$ cat src/rtl/pmi_pkg.sv
/*
 * pmi_pkg: constants, field layouts and state types for the event and
 * interrupt logic of a two-buck, two-linear-regulator power manager.
 * Assumes a 50 MHz core clock; rails are numbered buck0, buck1,
 * linreg0, linreg1 in every 4-bit rail vector.
 */
package pmi_pkg;

    ////////////////////////////////////////////////////////////////////////
    // clock and timing
    localparam int CLK_PERIOD_NS = 20;
    localparam int ILIM_TIME_NS = 20000;   // 20 us of peak current regulation
    localparam int SHORT_TIME_NS = 1000000; // 1 ms short/overload debounce
    // least times round up to whole cycles
    localparam int ILIM_CYC = (ILIM_TIME_NS + CLK_PERIOD_NS - 1) / CLK_PERIOD_NS;
    localparam int SHORT_CYC = (SHORT_TIME_NS + CLK_PERIOD_NS - 1) / CLK_PERIOD_NS;
    localparam int ILIM_CW = 10;
    localparam int SHORT_CW = 17;
    localparam logic [1:0] BOOT_DONE = 2'h3;

    ////////////////////////////////////////////////////////////////////////
    // register byte offsets
    localparam logic [3:0] OFS_FLAG = 4'h0;
    localparam logic [3:0] OFS_MASK = 4'h4;
    localparam logic [3:0] OFS_STATUS = 4'h8;
    localparam logic [3:0] OFS_CTRL = 4'hc;

    // flag register fields
    localparam int F_OC = 0;   // 4 overcurrent flags
    localparam int F_SC = 4;   // 4 short-circuit flags
    localparam int F_HW = 8;
    localparam int F_HSD = 9;
    localparam int F_OV = 10;
    localparam int F_PG = 11;  // 4 goodness flags
    localparam int F_VPD = 15;
    localparam int F_CLK = 16;
    localparam int F_MEAS = 17;
    localparam int F_RST = 18;
    localparam int FLAG_W = 19;
    localparam int F_BGRP = 19; // read-only buck group summary
    localparam int F_LGRP = 20; // read-only linreg group summary

    // mask register fields, 1 = masked
    localparam int M_OC = 0;
    localparam int M_HW = 4;
    localparam int M_PGR = 5;
    localparam int M_PGF = 9;
    localparam int M_VPD = 13;
    localparam int M_CLK = 14;
    localparam int M_MEAS = 15;
    localparam int MASK_W = 16;
    localparam int M_RSTM = 16; // read-only reset mask from otp

    // status register fields
    localparam int S_OC = 0;
    localparam int S_HW = 4;
    localparam int S_HSD = 5;
    localparam int S_OV = 6;
    localparam int S_PG = 7;
    localparam int S_VP = 11;
    localparam int S_CLK = 12;

    // control register fields
    localparam int C_SWRST = 0;
    localparam int C_POL = 1;
    localparam int C_CLKDET = 2;
    localparam int C_EN = 3;   // 4 regulator enables
    localparam int C_GPA = 7;
    localparam int C_GPB = 8;
    localparam int CTRL_W = 9;

    ////////////////////////////////////////////////////////////////////////
    // analog comparator and strap inputs
    typedef struct packed {
        logic [1:0] buck_ilim;
        logic [1:0] linreg_ilim;
        logic [3:0] rail_low;
        logic hot_warn;
        logic hot_sd;
        logic supply_ov;
        logic [3:0] rail_good;
        logic sync_clk;
        logic meas_done;
        logic supply_lockout;
        logic otp_reset_mask;
    } pmi_sense_s;

    // complete block state
    typedef struct packed {
        pmi_sense_s sync1;
        pmi_sense_s sync2;
        pmi_sense_s prev;
        logic [FLAG_W-1:0] flags;
        logic [MASK_W-1:0] mask;
        logic rst_mask;
        logic [CTRL_W-1:0] ctrl;
        logic [1:0][ILIM_CW-1:0] ilim_cnt;
        logic [3:0][SHORT_CW-1:0] short_cnt;
        logic [1:0] boot_cnt;
        logic valid;
        logic pin;
        logic irq_n;
        logic ack;
        logic [31:0] rdata;
    } pmi_state_s;

    localparam pmi_state_s ST_RST = '{valid: 1'b1, pin: 1'b1, irq_n: 1'b1,
        default: '0};

endpackage

$ cat src/rtl/pmi_event_irq.sv
/*
 * pmi_event_irq: event flags, masks, live status, protective shutdown,
 * reset sequencing and the active-low interrupt of a power manager.
 * Assumes comparator levels arrive asynchronously on sense_in, that an
 * Avalon-MM master drives the register port on core_clk, and that the
 * analog rails obey reg_en.
 */
`timescale 1ns/1ps

module pmi_event_irq #(
    parameter int SHORT_CYC = pmi_pkg::SHORT_CYC
) (
    input wire logic core_clk,
    input wire logic nrst,
    input wire logic ce,
    input wire pmi_pkg::pmi_sense_s sense_in,
    input wire logic [3:0] avs_address,
    input wire logic avs_read,
    input wire logic avs_write,
    input wire logic [31:0] avs_writedata,
    input wire logic [3:0] avs_byteenable,
    output logic [31:0] avs_readdata,
    output logic avs_waitrequest,
    output logic [3:0] reg_en,
    output logic general_output_a,
    output logic general_output_b,
    output logic power_valid_pin,
    output logic irq_out_n
);

    pmi_pkg::pmi_state_s st_reg;
    pmi_pkg::pmi_state_s st_next;
    logic req;
    logic wr_fire;
    logic [31:0] wd;
    logic [pmi_pkg::FLAG_W-1:0] clr;
    logic [pmi_pkg::FLAG_W-1:0] set;
    logic [3:0] short_hit;
    logic buck_group;
    logic linreg_group;
    logic v;
    logic [31:0] rd;

    ////////////////////////////////////////////////////////////////////////
    // bus handshake: one wait cycle, answer on the second edge
    // the answer also waits for ce, or a frozen edge would drop the write
    assign req = avs_read | avs_write;
    assign avs_waitrequest = req & ~(st_reg.ack & ce);
    assign wr_fire = avs_write & st_reg.ack;
    assign wd = avs_writedata & {{8{avs_byteenable[3]}},
        {8{avs_byteenable[2]}}, {8{avs_byteenable[1]}},
        {8{avs_byteenable[0]}}};
    assign avs_readdata = st_reg.rdata;

    // group summaries
    // or of members
    assign buck_group = |{st_reg.flags[pmi_pkg::F_OC +: 2],
        st_reg.flags[pmi_pkg::F_SC +: 2], st_reg.flags[pmi_pkg::F_PG +: 2]};
    assign linreg_group = |{st_reg.flags[pmi_pkg::F_OC+2 +: 2],
        st_reg.flags[pmi_pkg::F_SC+2 +: 2], st_reg.flags[pmi_pkg::F_PG+2 +: 2]};

    // outputs straight from state
    assign reg_en = st_reg.ctrl[pmi_pkg::C_EN +: 4];
    assign general_output_a = st_reg.ctrl[pmi_pkg::C_GPA];
    assign general_output_b = st_reg.ctrl[pmi_pkg::C_GPB];
    assign power_valid_pin = st_reg.pin;
    assign irq_out_n = st_reg.irq_n;

    ////////////////////////////////////////////////////////////////////////
    // read multiplexer, reserved bits and unmapped offsets read zero
    always_comb begin
        rd = 32'h0;
        case (avs_address)
            pmi_pkg::OFS_FLAG: begin
                rd[pmi_pkg::FLAG_W-1:0] = st_reg.flags;
                rd[pmi_pkg::F_BGRP] = buck_group;
                rd[pmi_pkg::F_LGRP] = linreg_group;
            end
            pmi_pkg::OFS_MASK: begin
                rd[pmi_pkg::MASK_W-1:0] = st_reg.mask;
                rd[pmi_pkg::M_RSTM] = st_reg.rst_mask;
            end
            pmi_pkg::OFS_STATUS: begin
                rd[pmi_pkg::S_OC +: 2] = st_reg.sync2.buck_ilim;
                rd[pmi_pkg::S_OC+2 +: 2] = st_reg.sync2.linreg_ilim;
                rd[pmi_pkg::S_HW] = st_reg.sync2.hot_warn;
                rd[pmi_pkg::S_HSD] = st_reg.sync2.hot_sd;
                rd[pmi_pkg::S_OV] = st_reg.sync2.supply_ov;
                rd[pmi_pkg::S_PG +: 4] = st_reg.sync2.rail_good;
                rd[pmi_pkg::S_VP] = st_reg.valid;
                rd[pmi_pkg::S_CLK] = st_reg.sync2.sync_clk;
            end
            pmi_pkg::OFS_CTRL: begin
                rd[pmi_pkg::CTRL_W-1:0] = st_reg.ctrl;
                rd[pmi_pkg::C_SWRST] = 1'b0;
            end
            default: rd = 32'h0;
        endcase
    end

    ////////////////////////////////////////////////////////////////////////
    // next state: set beats clear, so a flag stays while its level cause stays
    always_comb begin
        st_next = st_reg;
        set = '0;
        short_hit = '0;
        clr = '0;
        v = 1'b1;
        // two-flop synchronisers, third stage for edge detection
        st_next.sync1 = sense_in;
        st_next.sync2 = st_reg.sync1;
        st_next.prev = st_reg.sync2;
        st_next.ack = req & ~st_reg.ack;
        if (req & ~st_reg.ack) begin
            st_next.rdata = rd;
        end
        if (wr_fire && avs_address == pmi_pkg::OFS_FLAG) begin
            clr = wd[pmi_pkg::FLAG_W-1:0];
        end
        if (wr_fire && avs_address == pmi_pkg::OFS_MASK) begin
            st_next.mask = wd[pmi_pkg::MASK_W-1:0];
        end
        if (wr_fire && avs_address == pmi_pkg::OFS_CTRL) begin
            st_next.ctrl = wd[pmi_pkg::CTRL_W-1:0];
            st_next.ctrl[pmi_pkg::C_SWRST] = 1'b0;
        end
        for (int i = 0; i < 2; i++) begin
            if (st_reg.sync2.buck_ilim[i]) begin
                if (st_reg.ilim_cnt[i] != pmi_pkg::ILIM_CW'(pmi_pkg::ILIM_CYC - 1)) begin
                    st_next.ilim_cnt[i] = st_reg.ilim_cnt[i] + 1'b1;
                end
            end else begin
                st_next.ilim_cnt[i] = '0;
            end
            set[pmi_pkg::F_OC+i] = ~st_reg.mask[pmi_pkg::M_OC+i] &
                (st_reg.ilim_cnt[i] == pmi_pkg::ILIM_CW'(pmi_pkg::ILIM_CYC - 1));
            set[pmi_pkg::F_OC+2+i] = st_reg.sync2.linreg_ilim[i] &
                ~st_reg.mask[pmi_pkg::M_OC+2+i];
        end
        for (int i = 0; i < 4; i++) begin
            // low output debounce from enable onward
            if (st_reg.ctrl[pmi_pkg::C_EN+i] & st_reg.sync2.rail_low[i]) begin
                st_next.short_cnt[i] = st_reg.short_cnt[i] + 1'b1;
                if (st_reg.short_cnt[i] == pmi_pkg::SHORT_CW'(SHORT_CYC - 1)) begin
                    short_hit[i] = 1'b1;
                    st_next.short_cnt[i] = '0;
                end
            end else begin
                st_next.short_cnt[i] = '0;
            end
            set[pmi_pkg::F_SC+i] = short_hit[i];
            set[pmi_pkg::F_PG+i] = (st_reg.sync2.rail_good[i] &
                ~st_reg.prev.rail_good[i] & ~st_reg.mask[pmi_pkg::M_PGR+i]) |
                (~st_reg.sync2.rail_good[i] & st_reg.prev.rail_good[i] &
                ~st_reg.mask[pmi_pkg::M_PGF+i]);
            // disabled rails do not spoil validity
            if (st_reg.ctrl[pmi_pkg::C_EN+i] & ~st_reg.sync2.rail_good[i]) begin
                v = 1'b0;
            end
        end
        set[pmi_pkg::F_HW] = st_reg.sync2.hot_warn & ~st_reg.mask[pmi_pkg::M_HW];
        set[pmi_pkg::F_HSD] = st_reg.sync2.hot_sd;
        set[pmi_pkg::F_OV] = st_reg.sync2.supply_ov;
        if (st_reg.flags[pmi_pkg::F_HSD] | st_reg.flags[pmi_pkg::F_OV]) begin
            v = 1'b0;
        end
        set[pmi_pkg::F_VPD] = st_reg.valid & ~v & ~st_reg.mask[pmi_pkg::M_VPD];
        st_next.valid = v;
        st_next.pin = v ^ st_next.ctrl[pmi_pkg::C_POL];
        // presence change, detector enabled or not
        set[pmi_pkg::F_CLK] = ~st_reg.mask[pmi_pkg::M_CLK] &
            (st_reg.sync2.sync_clk ^ st_reg.prev.sync_clk);
        if (~st_reg.ctrl[pmi_pkg::C_CLKDET] & st_next.ctrl[pmi_pkg::C_CLKDET] &
            ~st_reg.sync2.sync_clk & ~st_reg.mask[pmi_pkg::M_CLK]) begin
            set[pmi_pkg::F_CLK] = 1'b1;
        end
        set[pmi_pkg::F_MEAS] = st_reg.sync2.meas_done &
            ~st_reg.prev.meas_done & ~st_reg.mask[pmi_pkg::M_MEAS];
        // boot sequence end: otp mask loaded, reset flag raised unless the otp mask is set
        if (st_reg.boot_cnt != pmi_pkg::BOOT_DONE) begin
            st_next.boot_cnt = st_reg.boot_cnt + 1'b1;
            st_next.ctrl[pmi_pkg::C_EN +: 4] = 4'h0;
            if (st_reg.boot_cnt == pmi_pkg::BOOT_DONE - 2'h1) begin
                st_next.rst_mask = st_reg.sync2.otp_reset_mask;
                set[pmi_pkg::F_RST] = ~st_reg.sync2.otp_reset_mask;
            end
        end
        st_next.flags = (st_reg.flags & ~clr) | set;
        // shorted rails switch off
        st_next.ctrl[pmi_pkg::C_EN +: 4] = st_next.ctrl[pmi_pkg::C_EN +: 4] &
            ~short_hit;
        // fault keeps everything off until cleared
        if (st_next.flags[pmi_pkg::F_HSD] | st_next.flags[pmi_pkg::F_OV]) begin
            st_next.ctrl[pmi_pkg::C_EN +: 4] = 4'h0;
            st_next.ctrl[pmi_pkg::C_GPA] = 1'b0;
            st_next.ctrl[pmi_pkg::C_GPB] = 1'b0;
        end
        // pending flags hold the line low
        st_next.irq_n = ~|st_next.flags;
        // lockout or software reset restarts everything but the synchronisers
        if (st_reg.sync2.supply_lockout |
            (wr_fire && avs_address == pmi_pkg::OFS_CTRL &&
            wd[pmi_pkg::C_SWRST])) begin
            st_next = pmi_pkg::ST_RST;
            st_next.sync1 = sense_in;
            st_next.sync2 = st_reg.sync1;
            st_next.prev = st_reg.sync2;
        end
        // clock enable low freezes all state
        if (!ce) begin
            st_next = st_reg;
        end
    end

    // state register
    always_ff @(posedge core_clk or negedge nrst) begin
        if (!nrst) begin
            st_reg <= pmi_pkg::ST_RST;
        end else begin
            st_reg <= st_next;
        end
    end
endmodule

$ cat config.mk
export PLATFORM = sky130hd
export DESIGN_NAME = pmi_event_irq
export DESIGN_NICKNAME = d
export VERILOG_FILES = /design/src/rtl/pmi_pkg.sv /design/src/rtl/pmi_event_irq.sv
export SDC_FILE = /design/constraint.sdc
export NUM_CORES = 1
export LEC_CHECK = 0
export ABC_AREA = 1
export BUFFER_PORTS_ARGS = -buffer_cell sky130_fd_sc_hd__clkbuf_2
export CORE_AREA = 3 3 187 153
export CTS_CLUSTER_SIZE = 8
export DETAILED_ROUTE_END_ITERATION = 8
export DIE_AREA = 0 0 190 156
export PLACE_DENSITY_LB_ADDON = 0.12
export SETUP_SLACK_MARGIN = 0.1
export SLEW_MARGIN = 20
export SYNTH_ARGS = -nofsm -noshare
export SYNTH_HDL_FRONTEND = slang
export SYNTH_SLANG_ARGS = --single-unit
export TNS_END_PERCENT = 20
$ cat constraint.sdc
create_clock -name core_clk -period 3.05 [get_ports core_clk]
set_input_delay 0.61 -clock core_clk [delete_from_list [all_inputs] [get_ports core_clk]]
set_output_delay 0.61 -clock core_clk [all_outputs]
set_load 0.01 [all_outputs]
==> results.toml <==
[outcome]
status = "finished clean"

[floorplan]
initial_utilization = 0.396
boundaryPins = 105
die_height_um = 156
fp-row-count = 54
fp.dieW_um = 190
die_area_sq_um = 29600
fp.coreArea_sq_um = 27000

[power]
total_power_w = 0.00650
p_leak_nw = 5.62
irDropWorstVdd_uv = 436
powerDensity_nw_per_um2 = 539

[clock_tree]
clkTransAtPathRegs_ns = 0.05
root_buffer = "clkbuf_16"
clock-sinks = 203
post_cts.repair.setup_buffers = 0
h-tree-depth = 1
numCtsBuffers = 29
insertion_delay_ns = 0.54
cts_resized = 0
hold_buffers = 0
clockBufferDepth = 3
cts_tree = "done"

[grt]
grt_max_degree = 63
grtUsageTotal = 0.200
antenna_found_initial = 0
overflow = 0
grt_pass1_wl_um = 47900
grt_pass1_vias = 8760

[place]
dp_hpwl_um = 21400
port-buffer-count = 79
dpl.cell_count = 1742
place.gp.congestion = 0.898

[detailed_routing]
viasPerCell = 5.18
finalWirelength_um = 29400
via_count = 9232
drcViolationCount = 0
detail-route-antenna-nets = 0
drtPass1Iterations = 5
wire_per_inst_um = 16.5
drtIter0Drc = 754

[timing]
hold_viol = 0
tightestPinTransition_ns = 0.729
slew_viol_final = 0
slew_headroom = 0.514
fin_tns_setup_ns = 0
finClkSkew_ns = 0.0139
setup_viol = 0
rsz0062_at_grt = "no"
min_period_ns = 2.38
fin_crit_sh = 0.779
max_freq_ghz = 0.421

[synthesis]
ys_seq_area_frac = 0.476
avgSynthCellArea_sq_um = 7.92
synth_ff_type = "dfrtp_1"
synthTopCellsByArea = "dfrtp_1 (47%), nand2_1 (11%), inv_1 (5.8%)"
synth_cell_type_count = 54
async_flop_share = 1.00
yosys_warnings = 0
ys_ff_latch = 203
yosysMostFrequentCell = "nand2_1"
syn_inst = 1348
synth.largest_area_cell = "dfrtp_1"
synth.top_cell.area_share = 0.469
synth_area_sq_um = 10700
synth_edf_count = 0
synth_common_cells = "nand2_1 (327), dfrtp_1 (200), inv_1 (165), nor2_1 (115), o21ai_0 (92)"

[setup_path]
critical_path_required_ns = 3.42
cpPeakStageDelay_ns = 0.49
endpoint_kind = "flop"
critPathMaxFanout = 13
worstPathCellList = "nand2_2 > nor2_4 > nand2_2 > nand2_4 > inv_4 > nand2_1 > inv_2 > nand2_1 > o22ai_1"
cp-start-kind = "flop"
slowest_stage = "nand2_1"
critPathKind = "flop to flop"
arrival_ns = 2.75
reg2regPathDepth = 9

[cells_and_area]
antennaDiodeCount = 0
seqCellArea_sq_um = 5080
fin_nets = 1481
multi_input_area_sq_um = 4510
post-route-util = 0.447
largest_reg_flops = 172
drive_gt1_frac = 0.118
fillers = 2708
syn_to_final_growth_pct = 12.9
stdcell_count = 1782

[hold_path]
min_path_type = "input pin to asynchronous set/reset pin"

[run]
maxCapViolCount = 0
==> cell families after synthesis <==
kind of cell             Yosys count  synth area share
flip-flops                       203             0.476
AO/OA/AOI/OAI                    248             0.138
AND/OR/NAND/NOR                  603             0.244
other                              1          0.000351
adder cells (fa/ha/maj)            8           0.00937
buffers and inverters            252             0.105
multiplexers                       1          0.000937
XOR/XNOR                          32            0.0262
==> area by class of cell <==
type | instances | share of cell area
Multi-Input combinational cell | 903 | 0.374
Clock inverter | 2 | 0.00135
Inverter | 174 | 0.0544
Sequential cell | 203 | 0.422
Timing Repair Buffer | 98 | 0.0476
Clock buffer | 38 | 0.0630
Tap cell | 364 | 0.0378
==> worst max-delay path: cells and delay by family, from the launching register on <==
family / cells / cell delay (ns)
AND/OR/NAND/NOR: 6 / 1.35
AO/OA/AOI/OAI: 1 / 0.18
buffers and inverters: 2 / 0.27
flip-flops: 1 / 0.41
==> through the flow <==
step	cell area (sq um)	hold slack [ns]	setup WS, ns
4_1_cts	12100	0.0856	0.702
3_3_place_gp	11300	0.455	0.369
3_5_place_dp	11300	0.459	0.347
6_report	12100	0.0785	0.674
5_1_grt	12100	0.107	0.523
2_1_floorplan	10700	0.314	0.957
==> layer usage <==
metal / GRT usage / part of all wire
met5: 0 / 0
met4: 0.0482 / 0.023
met3: 0.0303 / 0.063
met2: 0.289 / 0.41
met1: 0.313 / 0.50
==> power breakdown <==
group	internal (W)	switching, W	total (W)
registers	0.00285	0.0000990	0.00295
clock network	0.00170	0.00113	0.00283
logic	0.000214	0.000510	0.000725
total	0.00477	0.00174	0.00650
==> cells in the final DEF (no fill, tap or decap), drive strengths merged, types with 2 or more instances in the layout <==
| cell type | n |
|---|---|
| xor2 | 24 |
| nor3b | 5 |
| o22ai | 53 |
| nand4 | 38 |
| buf | 20 |
| a21oi | 51 |
| a211oi | 5 |
| nand3 | 68 |
| xnor2 | 8 |
| a22o | 4 |
| o31ai | 5 |
| a32o | 4 |
| clkinv | 3 |
| o21ai | 102 |
| o21a | 3 |
| dfrtp | 200 |
| a22oi | 2 |
| a31oi | 2 |
| o211ai | 2 |
| clkbuf | 116 |
| nor4 | 5 |
| or2 | 3 |
| ha | 8 |
| dfstp | 3 |
| nor2 | 122 |
| inv | 172 |
| conb | 11 |
| a21boi | 3 |
| nand2 | 336 |
| a221oi | 9 |
| nor3 | 25 |
==> worst paths after layout <==
kind / start / end / slack, ns
worst max-delay path: st_reg[32] / st_reg[149] / 0.67
worst min-delay path: nrst / avs_readdata[11] / 0.08
worst max register to register: st_reg[32] / st_reg[149] / 0.67
worst min register to register: st_reg[226] / st_reg[226] / 0.47
max in group asynchronous: nrst / st_reg[176] / 2.09
min in group core_clk: sense_in[18] / st_reg[227] / 0.28
No activity file was read; power rests on OpenSTA's default activity.
